## config.mk

```make
export PLATFORM = sky130hd
export DESIGN_NAME = onchip_debug_trace_regs
export DESIGN_NICKNAME = d
export VERILOG_FILES = /design/src/verilog/dbg_regs_pkg.sv /design/src/verilog/onchip_debug_trace_regs.sv
export SDC_FILE = /design/constraint.sdc
export NUM_CORES = 1
export LEC_CHECK = 0
export BUFFER_PORTS_ARGS = -buffer_cell sky130_fd_sc_hd__buf_2
export CORE_MARGIN = 10
export CORE_UTILIZATION = 54
export CTS_CLUSTER_SIZE = 20
export DETAILED_ROUTE_END_ITERATION = 8
export GPL_ROUTABILITY_DRIVEN = 0
export PLACE_DENSITY_LB_ADDON = 0.3
export SYNTH_ARGS = -nofsm -noshare
export SYNTH_HDL_FRONTEND = slang
export SYNTH_SLANG_ARGS = --single-unit
```

## constraint.sdc

```tcl
create_clock -name ref_clk_in -period 2.38 [get_ports ref_clk_in]
set_input_delay 0.476 -clock ref_clk_in [delete_from_list [all_inputs] [get_ports ref_clk_in]]
set_output_delay 0.476 -clock ref_clk_in [all_outputs]
set_load 0.01 [all_outputs]
```

## src/verilog/dbg_regs_pkg.sv

```systemverilog
// shared constants and types for the on-chip debug register block
package dbg_regs_pkg;

  localparam int FIFO_DEPTH = 8;
  localparam int FIFO_WIDTH = 16;

  // register indices on the debug register port
  localparam logic [3:0] OFS_CMP_A_HI = 4'h0;
  localparam logic [3:0] OFS_CMP_A_LO = 4'h1;
  localparam logic [3:0] OFS_CMP_B_HI = 4'h2;
  localparam logic [3:0] OFS_CMP_B_LO = 4'h3;
  localparam logic [3:0] OFS_FIFO_HI = 4'h4;
  localparam logic [3:0] OFS_FIFO_LO = 4'h5;
  localparam logic [3:0] OFS_CTRL = 4'h6;
  localparam logic [3:0] OFS_FORCE_RST = 4'h9;

  // debug_control field positions
  localparam int CTRL_ENABLE_BIT = 7;
  localparam int CTRL_ARM_BIT = 6;
  localparam int CTRL_TAG_BIT = 5;
  localparam int CTRL_CPU_BREAK_ENABLE_BIT = 4;
  localparam int CTRL_RWA_BIT = 3;
  localparam int CTRL_CMP_A_DIRECTION_ENABLE_BIT = 2;
  localparam int CTRL_RWB_BIT = 1;
  localparam int CTRL_CMP_B_DIRECTION_ENABLE_BIT = 0;

  // forced_reset_request field position
  localparam int FORCE_CHIP_RESET_BIT = 0;

  localparam logic [7:0] CMP_BYTE_RESET = 8'h00;
  localparam logic [7:0] CTRL_RESET = 8'h00;
  localparam logic [7:0] READ_ZERO = 8'h00;
  localparam logic [3:0] FULL_COUNT = 4'h8;

  // one cpu bus cycle as seen by the comparators
  typedef struct packed {
    logic valid;
    logic read;
    logic opcode_fetch;
    logic [15:0] addr;
    logic [7:0] data;
  } cpu_bus_t;

  // trigger setup held by the neighbouring trigger register
  typedef struct packed {
    logic event_only;
    logic begin_trace;
    logic opcode_qualify_select;
  } trig_cfg_t;

  typedef struct packed {
    logic [7:0] ctrl;
    logic [15:0] cmp_a;
    logic [15:0] cmp_b;
    logic [FIFO_DEPTH-1:0][FIFO_WIDTH-1:0] fifo;
    logic [3:0] count;
    logic started;
    logic [15:0] last_fetch;
    logic [7:0] rdata;
    logic brk;
    logic brk_tag;
    logic chip_rst;
  } state_t;

endpackage

```

## src/verilog/onchip_debug_trace_regs.sv

```systemverilog
// debug comparators, trace fifo and control registers
`timescale 1ns/1ps
`default_nettype none

module onchip_debug_trace_regs #(
  parameter int DEPTH = dbg_regs_pkg::FIFO_DEPTH
) (
  input wire logic ref_clk_in,
  input wire logic srst_in,
  input wire logic [3:0] reg_addr_in,
  input wire logic reg_wr_in,
  input wire logic reg_rd_in,
  input wire logic [7:0] reg_wdata_in,
  input wire logic host_access_in,
  input wire logic secure_in,
  input wire dbg_regs_pkg::cpu_bus_t cpu_bus_in,
  input wire dbg_regs_pkg::trig_cfg_t trig_cfg_in,
  output logic [7:0] reg_rdata_out,
  output logic armed_out,
  output logic [3:0] fifo_count_out,
  output logic cpu_break_out,
  output logic break_tag_out,
  output logic chip_reset_out
);

  ////////////////////////////////////////////////////////////////////////
  // state

  dbg_regs_pkg::state_t s_reg;
  dbg_regs_pkg::state_t s_next;

  logic armed;
  logic match_a;
  logic match_b;
  logic trigger;
  logic push;
  logic [15:0] push_word;
  logic run_end;
  logic brk_req;
  logic [7:0] ctrl_wr;

  assign armed = s_reg.ctrl[dbg_regs_pkg::CTRL_ARM_BIT];

  ////////////////////////////////////////////////////////////////////////
  // comparators

  always_comb
  begin
    match_a = armed && cpu_bus_in.valid && (cpu_bus_in.addr == s_reg.cmp_a);
    if (s_reg.ctrl[dbg_regs_pkg::CTRL_CMP_A_DIRECTION_ENABLE_BIT])
    begin
      // direction bit one means reads only, zero means writes only
      match_a = match_a && (cpu_bus_in.read == s_reg.ctrl[dbg_regs_pkg::CTRL_RWA_BIT]);
    end
    match_b = armed && cpu_bus_in.valid && (cpu_bus_in.addr == s_reg.cmp_b);
    if (s_reg.ctrl[dbg_regs_pkg::CTRL_CMP_B_DIRECTION_ENABLE_BIT])
    begin
      match_b = match_b && (cpu_bus_in.read == s_reg.ctrl[dbg_regs_pkg::CTRL_RWB_BIT]);
    end
    // qualified triggers wait for an executed fetch at the match address
    if (trig_cfg_in.opcode_qualify_select)
    begin
      trigger = (match_a || match_b) && cpu_bus_in.opcode_fetch;
    end
    else
    begin
      trigger = match_a || match_b;
    end
  end

  ////////////////////////////////////////////////////////////////////////
  // capture sequencing

  always_comb
  begin
    push = 1'b0;
    push_word = 16'h0000;
    run_end = 1'b0;
    brk_req = 1'b0;
    if (armed)
    begin
      if (trig_cfg_in.event_only)
      begin
        // event-only runs store the data byte of each comparator b hit and end when full
        if (match_b)
        begin
          push = 1'b1;
          push_word = {dbg_regs_pkg::READ_ZERO, cpu_bus_in.data};
        end
      end
      else if (trig_cfg_in.begin_trace)
      begin
        if ((s_reg.started || trigger) && cpu_bus_in.valid && cpu_bus_in.opcode_fetch)
        begin
          push = 1'b1;
          push_word = cpu_bus_in.addr;
        end
      end
      else
      begin
        // end trace: circular store until the trigger
        if (trigger)
        begin
          run_end = 1'b1;
          brk_req = 1'b1;
        end
        else if (cpu_bus_in.valid && cpu_bus_in.opcode_fetch)
        begin
          push = 1'b1;
          push_word = cpu_bus_in.addr;
        end
      end
      if ((trig_cfg_in.event_only || trig_cfg_in.begin_trace) && push &&
          (s_reg.count == dbg_regs_pkg::FULL_COUNT - 4'h1))
      begin
        run_end = 1'b1;
        brk_req = 1'b1;
      end
    end
  end

  ////////////////////////////////////////////////////////////////////////
  // next state

  always_comb
  begin
    s_next = s_reg;
    s_next.brk = 1'b0;
    s_next.chip_rst = 1'b0;
    ctrl_wr = reg_wdata_in;

    if (cpu_bus_in.valid && cpu_bus_in.opcode_fetch)
    begin
      s_next.last_fetch = cpu_bus_in.addr;
    end

    if (armed && trigger && trig_cfg_in.begin_trace)
    begin
      s_next.started = 1'b1;
    end

    // shift register: new words enter at the last slot, reads take slot 0
    if (push)
    begin
      for (int i = 0; i < DEPTH - 1; i++)
      begin
        s_next.fifo[i] = s_reg.fifo[i+1];
      end
      s_next.fifo[DEPTH-1] = push_word;
      if (s_reg.count != dbg_regs_pkg::FULL_COUNT)
      begin
        s_next.count = s_reg.count + 4'h1;
      end
    end

    if (run_end)
    begin
      s_next.ctrl[dbg_regs_pkg::CTRL_ARM_BIT] = 1'b0;
    end

    // break timing comes only from the run sequencing, which qualification reaches through the trigger
    if (brk_req && s_reg.ctrl[dbg_regs_pkg::CTRL_CPU_BREAK_ENABLE_BIT])
    begin
      s_next.brk = 1'b1;
      s_next.brk_tag = s_reg.ctrl[dbg_regs_pkg::CTRL_TAG_BIT];
    end

    //////////////////////////////////////////////////////////////////////
    // register reads: data comes back one cycle after the strobe

    if (reg_rd_in)
    begin
      case (reg_addr_in)
        dbg_regs_pkg::OFS_CMP_A_HI: s_next.rdata = s_reg.cmp_a[15:8];
        dbg_regs_pkg::OFS_CMP_A_LO: s_next.rdata = s_reg.cmp_a[7:0];
        dbg_regs_pkg::OFS_CMP_B_HI: s_next.rdata = s_reg.cmp_b[15:8];
        dbg_regs_pkg::OFS_CMP_B_LO: s_next.rdata = s_reg.cmp_b[7:0];
        dbg_regs_pkg::OFS_FIFO_HI:
        begin
          if (trig_cfg_in.event_only)
          begin
            s_next.rdata = dbg_regs_pkg::READ_ZERO;
          end
          else
          begin
            s_next.rdata = s_reg.fifo[0][15:8];
          end
        end
        dbg_regs_pkg::OFS_FIFO_LO:
        begin
          s_next.rdata = s_reg.fifo[0][7:0];
          // while armed the fifo belongs to the capture logic
          if (!armed)
          begin
            for (int i = 0; i < DEPTH - 1; i++)
            begin
              s_next.fifo[i] = s_reg.fifo[i+1];
            end
            s_next.fifo[DEPTH-1] = s_reg.last_fetch;
          end
        end
        dbg_regs_pkg::OFS_CTRL: s_next.rdata = s_reg.ctrl;
        dbg_regs_pkg::OFS_FORCE_RST: s_next.rdata = dbg_regs_pkg::READ_ZERO;
        default: s_next.rdata = dbg_regs_pkg::READ_ZERO;
      endcase
    end

    //////////////////////////////////////////////////////////////////////
    // register writes

    if (reg_wr_in)
    begin
      case (reg_addr_in)
        dbg_regs_pkg::OFS_CMP_A_HI:
        begin
          if (!armed)
          begin
            s_next.cmp_a[15:8] = reg_wdata_in;
          end
        end
        dbg_regs_pkg::OFS_CMP_A_LO:
        begin
          if (!armed)
          begin
            s_next.cmp_a[7:0] = reg_wdata_in;
          end
        end
        dbg_regs_pkg::OFS_CMP_B_HI:
        begin
          if (!armed)
          begin
            s_next.cmp_b[15:8] = reg_wdata_in;
          end
        end
        dbg_regs_pkg::OFS_CMP_B_LO:
        begin
          if (!armed)
          begin
            s_next.cmp_b[7:0] = reg_wdata_in;
          end
        end
        dbg_regs_pkg::OFS_CTRL:
        begin
          // a secured part may clear the enable but never raise it
          if (secure_in && !s_reg.ctrl[dbg_regs_pkg::CTRL_ENABLE_BIT])
          begin
            ctrl_wr[dbg_regs_pkg::CTRL_ENABLE_BIT] = 1'b0;
          end
          if (!ctrl_wr[dbg_regs_pkg::CTRL_ENABLE_BIT])
          begin
            ctrl_wr[dbg_regs_pkg::CTRL_ARM_BIT] = 1'b0;
          end
          s_next.ctrl = ctrl_wr;
          if (ctrl_wr[dbg_regs_pkg::CTRL_ARM_BIT] && !armed)
          begin
            // a fresh run starts with an empty count
            s_next.count = 4'h0;
            s_next.started = 1'b0;
          end
        end
        dbg_regs_pkg::OFS_FORCE_RST:
        begin
          if (host_access_in && reg_wdata_in[dbg_regs_pkg::FORCE_CHIP_RESET_BIT])
          begin
            s_next.chip_rst = 1'b1;
          end
        end
        // fifo bytes and unmapped indices ignore writes
        default: s_next.rdata = s_next.rdata;
      endcase
    end
  end

  always_ff @(posedge ref_clk_in)
  begin
    if (srst_in)
    begin
      s_reg <= '0;
      s_reg.cmp_a <= {dbg_regs_pkg::CMP_BYTE_RESET, dbg_regs_pkg::CMP_BYTE_RESET};
      s_reg.cmp_b <= {dbg_regs_pkg::CMP_BYTE_RESET, dbg_regs_pkg::CMP_BYTE_RESET};
      s_reg.ctrl <= dbg_regs_pkg::CTRL_RESET;
    end
    else
    begin
      s_reg <= s_next;
    end
  end

  ////////////////////////////////////////////////////////////////////////
  // outputs

  assign reg_rdata_out = s_reg.rdata;
  assign armed_out = armed;
  assign fifo_count_out = s_reg.count;
  assign cpu_break_out = s_reg.brk;
  assign break_tag_out = s_reg.brk_tag;
  assign chip_reset_out = s_reg.chip_rst;

  ////////////////////////////////////////////////////////////////////////
  // checks

  user_force_rst_a: assert property (
    @(posedge ref_clk_in) disable iff (srst_in)
    reg_wr_in && !host_access_in && reg_addr_in == dbg_regs_pkg::OFS_FORCE_RST
    |=> !chip_reset_out)
    else $error("user write reached forced reset");

  force_rst_read_a: assert property (
    @(posedge ref_clk_in) disable iff (srst_in)
    reg_rd_in && reg_addr_in == dbg_regs_pkg::OFS_FORCE_RST |=> reg_rdata_out == 8'h00)
    else $error("forced reset register read nonzero");

  host_force_rst_a: assert property (
    @(posedge ref_clk_in) disable iff (srst_in)
    reg_wr_in && host_access_in && reg_addr_in == dbg_regs_pkg::OFS_FORCE_RST &&
    reg_wdata_in[0] |=> chip_reset_out ##1 !chip_reset_out)
    else $error("host forced reset not one pulse");

  cmp_reset_a: assert property (
    @(posedge ref_clk_in)
    srst_in |=> s_reg.cmp_a == 16'h0000 && s_reg.cmp_b == 16'h0000)
    else $error("comparators not cleared by reset");

  cmp_lock_a: assert property (
    @(posedge ref_clk_in) disable iff (srst_in)
    armed && reg_wr_in && reg_addr_in <= dbg_regs_pkg::OFS_CMP_B_LO
    |=> $stable(s_reg.cmp_a) && $stable(s_reg.cmp_b))
    else $error("comparator written while armed");

  fifo_advance_a: assert property (
    @(posedge ref_clk_in) disable iff (srst_in)
    !armed && reg_rd_in && reg_addr_in == dbg_regs_pkg::OFS_FIFO_LO
    |=> s_reg.fifo[0] == $past(s_reg.fifo[1]) && s_reg.fifo[7] == $past(s_reg.last_fetch))
    else $error("low byte read did not advance and sample");

  hi_read_still_a: assert property (
    @(posedge ref_clk_in) disable iff (srst_in)
    !armed && reg_rd_in && reg_addr_in == dbg_regs_pkg::OFS_FIFO_HI |=> $stable(s_reg.fifo))
    else $error("high byte read moved the fifo");

  secure_en_a: assert property (
    @(posedge ref_clk_in) disable iff (srst_in)
    secure_in && !s_reg.ctrl[7] |=> !s_reg.ctrl[7])
    else $error("enable set while secured");

  break_gate_a: assert property (
    @(posedge ref_clk_in) disable iff (srst_in)
    cpu_break_out |-> $past(s_reg.ctrl[4]) && !armed_out)
    else $error("break without enable or run still armed");

endmodule

`default_nettype wire
```

==> results of run 1 <==
layout make-up:
| class | count | area (um2) |
|---|---|---|
| tap | 216 | 270 |
| sequential | 200 | 4020 |
| inverter | 16 | 62.6 |
| clock inverter | 10 | 168 |
| multi-input combinational | 640 | 4410 |
| timing repair buffer | 154 | 1200 |
| fill | 1220 | 5170 |
| clock buffer | 20 | 467 |
routing by layer:
layer / track usage, % / vias to the layer above / wire length, um
met2: 31.7 / 261 / 10800
met4: 8.41 / 0 / 707
met3: 4.60 / 46 / 1470
li1: - / 3399 / -
met1: 25.4 / 3319 / 9590
met5: 0 / - / 0
critical path, delay by kind of cell, from the launching register on:
kind | cells | cell delay (ps)
xor gates and xnor gates | 1 | 200
AOI/OAI and AO/OA | 3 | 720
and+or+nand+nor | 2 | 710
buffers and inverters | 2 | 330
muxes | 1 | 170
DFF | 1 | 350
cell usage after synthesis, drive strengths merged (8+ instances only):
master  count
nor4b       9
nand3      15
nor2       54
nand2     200
buf        34
o21a        8
inv        15
clkbuf     36
nor4        9
a21oi      49
xor2       34
o21ai       8
mux2i     166
a22oi      22
a32o        8
dfxtp     200
where the power goes:
group / internal, mW / switching (mW)
clock network: 1.84 / 1.25
registers: 3.37 / 0.0181
logic: 0.168 / 0.271
path summary, 6_finish.rpt:
| path | startpoint | to |
|---|---|---|
| max | s_reg[165]$_SDFFE_PP0P_ | s_reg[35]$_SDFF_PP0_ |
| min reg2reg | s_reg[155]$_SDFF_PP0_ | s_reg[139]$_SDFF_PP0_ |
| min | reg_wdata_in[4] | s_reg[196]$_SDFFE_PP0P_ |
| max reg2reg | s_reg[165]$_SDFFE_PP0P_ | s_reg[35]$_SDFF_PP0_ |
logic make-up after synthesis:
kind of cell | share of synthesized area [%]
simple gates | 16.0
flops | 46.4
mux | 19.2
compound gates | 9.43
buf+inv | 5.20
xor+xnor | 3.45
fa+ha+maj | 0.290
through the flow:
stage	instances	utilization [%]	worst slack [ps]	TNS, ps	hold WS [ps]
2_1_floorplan	926	-	-50.8	-2030	436
3_3_place_gp	1206	60.2	-336	-40390	442
3_5_place_dp	1206	60.2	-404	-45000	447
4_1_cts	1246	65.3	-19.6	-20.8	331
5_1_grt	1256	67.2	-252	-24570	354
6_report	1256	67.2	-199	-18720	344
repair_timing:
action | in CTS | in global routing
endpoints found under the setup margin | 121 | 134
resized for setup | 16 | 44
hold endpoints to repair | 0 | 0
buffers inserted | 9 | 8
pin swaps | 12 | 18
cloned | 1 | 4
cells in the final DEF, fill, tap and decap left out, types with 3 or more instances in the layout:
cell	instances
a21oi_1	48
a222oi_1	6
a22oi_1	20
a32o_1	8
and2_1	3
and3_1	3
buf_12	8
buf_2	64
buf_4	70
buf_6	8
bufinv_16	4
clkbuf_16	20
clkbuf_8	3
dfxtp_1	186
dfxtp_2	14
inv_1	14
mux2i_1	165
nand2_1	197
nand3_1	13
nor2_1	54
nor4_2	8
nor4b_1	9
o21a_1	8
o21ai_0	8
or2_2	6
xor2_1	27
xor2_2	6
==> flow_summary.ini, run 1 <==
[run_status]
outcome = finished with violations
violations = negative setup slack

[yosys]
synthFlopType = dfxtp_1
synth-edff-count = 0
netlist.area_leader.share_pct = 46.4
synth_top_area_cell = dfxtp_1
ys_seq_area_share_pct = 46.4
synth_area_leaders = dfxtp_1, mux2i_1, nand2_1
async_flop_share_pct = 0
syn_area_per_cell_um2 = 9.33
syn_inst = 926
synth_cell_types = 53
syn_area_um2 = 8640
syn-num-nets = 976
yosys_register_bits = 200
synth.yosys.warnings = 0

[timing]
relSlewSlack_pct = 56.4
period_needed_ps = 2580
hold_violations = 0
timing.final.crit_share_pct = 108
maxSlewViolCount = 0
rsz0062_at_grt = yes
worst_slew_pin_slew_ps = 646
setup_slack_ps = -199
fin_skew_ps = 11.6
fmax_ghz = 0.388
setup-violations-final = 134

[global_routing]
grt_max_degree = 135
grt_pass1_vias = 6727
grtUsageTotal_pct = 19.9
grt_first_pass_wirelength_um = 35100
grt.overflow.total = 0
antenna_found_initial = 0

[route]
vias = 7025
ant_nets = 0
wirelength_um = 22600
firstDrtPassIters = 6
wl_per_cell_um = 18.0
first_iter_violations = 563
vias_per_cell = 5.59
drc = 0

[clock_network]
clock_latency_ps = 430
root_buffer = clkbuf_16
cts_tree = yes
ctsHoldBuffers = 0
cts_buffer_depth = 2
clock_sinks = 200
cts_htree_levels = 4
numCtsBuffers = 17
clk_pin_slew_worst_paths_ps = 70

[min_path]
whs_path_depth = 3
hp-class = input pin to register

[placed_design]
portBuffers = 63
dp_hpwl_um = 15000
place_area_um2 = 9500

[critical_path]
slowest_delay_ps = 470
cp.arrival_ps = 2940
worstPathRequired_ps = 2740
critPathSlowestCell = nor4_2
path_max_fanout = 8
crit_type = register to register
cp-end-kind = register
startpoint_type = register
rr_worst_depth = 9
cp_cell_sequence = xor2_1, nor4_2, nand3_2, o31a_1, o211a_4, a21oi_4, buf_6, clkbuf_16, mux2i_1
reg2reg_slack_ps = -200

[die]
fp.dieW_um = 146
core_region_area_um2 = 15800
ios = 64
start_util_pct = 54.8
fp.dieH_um = 146
rows = 46
die-area_um2 = 21500

[final_layout]
drive_gt1_share_pct = 23.1
final_area_um2 = 10600
area_delta_synth_final_pct = 22.7
diodes = 0
nets = 1079
largest_reg_flops = 184

[run]
drv_cap = 0

[pwr]
power.density_nw_per_um2 = 652
power_mw = 6.91
vdd.ir_drop.worst_v = 0.000516
p_leak_nw = 4.55
No activity file was read; power rests on OpenSTA's default activity.
==> run 2: changes to the inputs <==
ABC_AREA = 1   (was default)
CORE_UTILIZATION = 55   (was 54)
==> run 2 against run 1 <==
Compared with the run above: global-route usage grew 2.4 points; largest cell class unchanged; via count grew 37%; highest routed layer unchanged; clock power shrank 6.8%; first-iteration DRC count is 100% higher; largest power group unchanged; worst hold slack worse by 58 ps; cell count rose by 33%; the flow now finishes without violations; non-clock buffer count down 36.
==> flow_summary.ini, run 2 <==
[yosys]
syn_area_um2 = 9700
syn-num-nets = 1453
syn_area_per_cell_um2 = 6.91
synth.yosys.warnings = 0
synth-edff-count = 0
ys_seq_area_share_pct = 41.3
async_flop_share_pct = 0
synth_common_cells = nand2_1, dfxtp_1, o21ai_0
synth_cell_types = 38
synth_most_common_cell = nand2_1
netlist.area_leader.share_pct = 41.3
syn_inst = 1403
yosys_register_bits = 200
synth_area_leaders = dfxtp_1, o21ai_0, nand2_1
synth_top_area_cell = dfxtp_1
synthFlopType = dfxtp_1

[route]
vias_per_cell = 5.75
first_iter_violations = 1131
wirelength_um = 27100
wl_per_cell_um = 16.2
vias = 9641
ant_nets = 0
drc = 0
firstDrtPassIters = 6

[placed_design]
portBuffers = 63
place_area_um2 = 10400
dp_hpwl_um = 18500

[final_layout]
final_area_um2 = 11100
nets = 1490
multi_input_area_um2 = 4760
mostFrequentLayoutCell = nand2_1
num-fill-cells = 1589
regArea_um2 = 4010
area_delta_synth_final_pct = 14.2
final_util_pct = 64.0
largest_reg_flops = 184
final_cell_mix = nand2_1, dfxtp_1, o21ai_0, nor2_1, inv_1
drive_gt1_share_pct = 11.7
diodes = 0

[critical_path]
cp.arrival_ps = 2590
crit_type = register to register
cp.depth = 15
startpoint_type = register
cp-end-kind = register
worstReg2RegStart = armed_out$_SDFF_PP0_
worstReg2RegEnd = fifo_count_out[3]$_SDFF_PP0_
reg2reg_slack_ps = 150
slowest_delay_ps = 350
path_buf_inv = 2
critPathSlowestCell = dfxtp_2
worstPathRequired_ps = 2740
rr_worst_depth = 15
cp_cell_sequence = nand2_1, buf_4, a21oi_1, nand3b_1, nor2_1, nand3_1, nand2_2, nand2_1, nand3_2, nand2_4, nand2_4, nand2_8, buf_12, or2_1, a21oi_1
path_max_fanout = 24
path_delay_family = simple AND/OR/NAND/NOR gates

[timing]
rsz0062_at_grt = yes
timing.final.crit_share_pct = 93.5
relSlewSlack_pct = 58.2
period_needed_ps = 2230
setup-violations-final = 0
fin_skew_ps = 9.58
maxSlewViolCount = 0
fmax_ghz = 0.449
hold_violations = 0
worst_slew_pin_slew_ps = 627

[clock_network]
clock_sinks = 200
clk_pin_slew_worst_paths_ps = 70
numCtsBuffers = 17
cts_tree = yes
cts_buffer_depth = 2
root_buffer = clkbuf_16
cts_htree_levels = 4
clock_latency_ps = 440

[pwr]
power.density_nw_per_um2 = 624
power_mw = 6.91
seq_power_share_pct = 50.3
p_int_mw = 5.26
clkPwrFrac_pct = 41.6
p_leak_nw = 4.65
switchingPower_mw = 1.65
vdd.ir_drop.worst_v = 0.000561
p_sw_share_pct = 23.9
combPwrFrac_pct = 8.1

[global_routing]
grt_max_degree = 133
grt_pass1_vias = 8710
grt.overflow.total = 0
grtUsageTotal_pct = 22.3
antenna_found_initial = 0
grt_first_pass_wirelength_um = 43700

[run]
drv_cap = 0

[die]
die-area_um2 = 23300
fp.dieW_um = 153
fp.dieH_um = 153
core_region_area_um2 = 17300
start_util_pct = 56.1
rows = 48
ios = 64

[run_status]
outcome = complete, no violations

[min_path]
min_from = host_access_in
hp-class = input pin to register
whs_path_depth = 3
worstHoldEndpoint = chip_reset_out$_SDFF_PP0_
run 2: changes by cell type after synthesis, sizes merged, moves of 39 or more:
cell / delta
nand2: +42
nor3b: +42
nand3: +99
nor3: +39
nor2: +86
mux2i: -166
o21ai: +175
inv: +128
run 2: per-layer routing:
metal	track usage, %	share of wire (%)	vias to the layer above
met5	0	0	-
met4	9.26	3.0	0
met3	6.15	8.4	60
met2	34.3	45	403
met1	28.9	43	4434
li1	-	-	4744
run 2: repair_timing:
action                                  in CTS  in global routing
gates resized for setup                      0                 18
endpoints found under the setup margin       0                121
hold buffers                                 0                  0
buffers inserted                             0                  1
run 2: through the flow:
stage,TNS (ps),instances,setup WS (ps),hold slack [ps]
finish,0,1676,154,285
global route,0,1676,9.98,299
CTS,0,1673,87.7,272
detailed placement,-4250,1643,-116,451
global placement,-3060,1643,-70.4,448
floorplan,0,1403,260,435
run 2: tightest hold or removal path, delay by kind of cell:
kind                   cells  cell delay [ps]
buffers and inverters      1               90
and+or+nand+nor            2              110
run 2: kinds of logic (layout without fill, tap and decap cells):
| logic type | count (synthesis) | in the layout | synth area share [%] |
|---|---|---|---|
| AND/OR/NAND/NOR | 591 | 592 | 27.0 |
| buffers and inverters | 246 | 293 | 10.4 |
| AO/OA/AOI/OAI | 359 | 359 | 20.6 |
| flip-flops | 200 | 200 | 41.3 |
| XOR/XNOR | 5 | 5 | 0.452 |
| adder cells (fa/ha/maj) | 2 | 2 | 0.258 |
run 2: worst max path at each step:
stage | from | slack, ps | to
floorplan | cpu_bus_in[9] | 260 | s_reg[102]$_SDFF_PP0_
detailed placement | cpu_bus_in[26] | -120 | fifo_count_out[2]$_SDFF_PP0_
global route | armed_out$_SDFF_PP0_ | 10 | s_reg[107]$_SDFF_PP0_
finish | armed_out$_SDFF_PP0_ | 150 | fifo_count_out[3]$_SDFF_PP0_
CTS | armed_out$_SDFF_PP0_ | 90 | fifo_count_out[2]$_SDFF_PP0_
global placement | cpu_bus_in[15] | -70 | s_reg[145]$_SDFF_PP0_
run 2: final cells by class:
| cell class | count | share of cell area, % |
|---|---|---|
| tap | 225 | 2.54 |
| multi-input combinational | 958 | 43.0 |
| clock inverter | 7 | 0.847 |
| inverter | 145 | 5.07 |
| sequential | 200 | 36.2 |
| clock buffer | 23 | 4.32 |
| timing repair buffer | 118 | 8.08 |
run 2: power groups by stage:
stage	sequential [mW]	combinational [mW]	clock [mW]
final	3.48	0.558	2.88
after global routing	3.48	0.625	3.04
after CTS	3.48	0.544	2.91
after detailed placement	3.55	0.540	0
after global placement	3.55	0.532	0
after floorplan	3.53	0.353	0
==> run 3: changes to the inputs <==
--- a/config.mk
+++ b/config.mk
@@ -18 +18,2 @@
 export SYNTH_SLANG_ARGS = --single-unit
+export TNS_END_PERCENT = 5
==> constraint.sdc (replaced) <==
create_clock -name ref_clk_in -period 2.38 [get_ports ref_clk_in]
set_input_delay 0 -clock ref_clk_in [delete_from_list [all_inputs] [get_ports ref_clk_in]]
set_output_delay 0 -clock ref_clk_in [all_outputs]
set_load 0.01 [all_outputs]
==> run 3 against run 2 <==
Compared with the run above: global-route usage up 0.86 points; non-clock buffer count up 18; highest routed layer unchanged; clock power about the same; clock skew up 3.5 ps; maximum frequency down 4.5%.
==> flow_summary.ini, run 3 (same netlist as run 2, synthesis figures left out) <==
[clock_network]
clock_sinks = 200
cts_buffer_depth = 2
cts_htree_levels = 4
clock_latency_ps = 450
root_buffer = clkbuf_16
clk_pin_slew_worst_paths_ps = 80
numCtsBuffers = 17
cts_tree = yes

[timing]
rsz0062_at_grt = yes
setup_slack_ps = 50.3
fin_skew_ps = 13.1
maxSlewViolCount = 0
fin_setup_tns_ps = 0
setup-violations-final = 0
relSlewSlack_pct = 45.7
period_needed_ps = 2330
timing.final.crit_share_pct = 97.9
worst_slew_pin_slew_ps = 814
hold_violations = 0
fmax_ghz = 0.429

[route]
wl_per_cell_um = 16.9
drc = 0
vias_per_cell = 5.84
first_iter_violations = 1240
firstDrtPassIters = 7
wirelength_um = 28700
ant_nets = 0
vias = 9907

[critical_path]
path_buf_inv = 4
crit_type = register to register
cp_common_cell = nand2_1
path_max_fanout = 14
cp.arrival_ps = 2670
startpoint_type = register
worstPathRequired_ps = 2720
path_delay_family = simple AND/OR/NAND/NOR gates
cp-end-kind = register
cp_cell_sequence = nand2_1, inv_2, nand2_1, nor2_1, nand2_1, nor2_2, nand3_1, nand2_1, nand3_1, nand2_1, inv_2, nand2_4, nand2_4, nand2_8, clkinv_8, buf_4, nor3_1, nor2_1
slowest_delay_ps = 350
critPathSlowestCell = dfxtp_2

[die]
start_util_pct = 56.1
core_region_area_um2 = 17300
fp.dieH_um = 153
die-area_um2 = 23300
ios = 64
rows = 48
fp.dieW_um = 153

[run]
drv_cap = 0

[final_layout]
stdcell_count = 1696
final_util_pct = 65.7
largest_reg_flops = 184
nets = 1507
num-fill-cells = 1456
drive_gt1_share_pct = 10.6
area_delta_synth_final_pct = 17.1
mostFrequentLayoutCell = nand2_1
final_cell_mix = nand2_1, dfxtp_1, o21ai_0, nor2_1, inv_1

[global_routing]
grt_first_pass_wirelength_um = 45500
antenna_found_initial = 1
grt.overflow.total = 0
grt_max_degree = 69
grt_pass1_vias = 8815
grtUsageTotal_pct = 23.2

[placed_design]
portBuffers = 63
dp_hpwl_um = 19000
dpl_worst_slack_ps = 138
dp_cells = 1618

[pwr]
p_leak_nw = 4.72
vdd.ir_drop.worst_v = 0.000555
power_mw = 6.98
power.density_nw_per_um2 = 615

[run_status]
outcome = complete, no violations

[min_path]
hp-class = input pin to register
## run 3: changes by cell type in the layout (fill, tap and decap cells not counted), sizes merged, moves of 2 or more
cell	change
clkinvlp	-2
clkbuf	-3
clkinv	+3
buf	-24
inv	+6
dlygate4sd3	+41
## run 3: final cells by class
cell class / instances / area [um2] / share of cell area [%]
diodes: 1 / 2.50 / 0.0220
clock buffers: 19 / 453 / 3.99
clock inverters: 13 / 133 / 1.17
inverters: 145 / 562 / 4.95
multi-input cells: 957 / 4770 / 42.0
flip-flops and latches: 200 / 4010 / 35.3
well taps: 225 / 282 / 2.48
repair buffers: 136 / 1150 / 10.2
## run 3: routing by layer
layer  track usage [%]  share of wire (%)  routed length (um)
met1              30.5                 41               11900
met2              35.2                 45               12800
met3              5.17                9.7                2790
met4              11.2                4.2                1200
met5                 0                  0                   0
## run 3: repair_timing
item / in CTS / in global routing
setup endpoints to repair: 0 / 109
endpoints found under the hold margin: 79 / 0
hold buffers: 41 / 0
gates resized for setup: 0 / 26
buffers inserted: 0 / 2
## run 3: final timing paths
check	startpoint	endpoint	slack (ps)	cells after the start
min reg2reg	reg_rdata_out[7]$_SDFFE_PP0P_	reg_rdata_out[7]$_SDFFE_PP0P_	460	2
max reg2reg	armed_out$_SDFF_PP0_	s_reg[131]$_SDFF_PP0_	50	18
min	cpu_bus_in[4]	s_reg[148]$_SDFF_PP0_	6	5
max	armed_out$_SDFF_PP0_	s_reg[131]$_SDFF_PP0_	50	18
## run 3: report_power, final
part / internal (mW) / switching (mW) / total, mW
Combinational: 0.232 / 0.367 / 0.599
Sequential: 3.42 / 0.0516 / 3.48
Clock: 1.53 / 1.37 / 2.91
Total: 5.19 / 1.79 / 6.98
## run 3: worst reg2reg max path, cell delays in order, from the launching register on
cell      delay [ps]
dfxtp_2          350
nand2_1          130
inv_2            110
nand2_1           50
nor2_1            90
nand2_1           80
nor2_2           120
nand3_1          110
nand2_1          110
nand3_1           80
nand2_1           90
inv_2             50
nand2_4           60
nand2_4           80
nand2_8          160
clkinv_8         130
buf_4            190
nor3_1           180
nor2_1            60
## run 3: metrics by stage
stage	hold slack, ps	area (um2)
finish	6.17	11400
global route	36.9	11400
CTS	8.10	11200
detailed placement	273	10200
global placement	266	10200
floorplan	69.1	9700
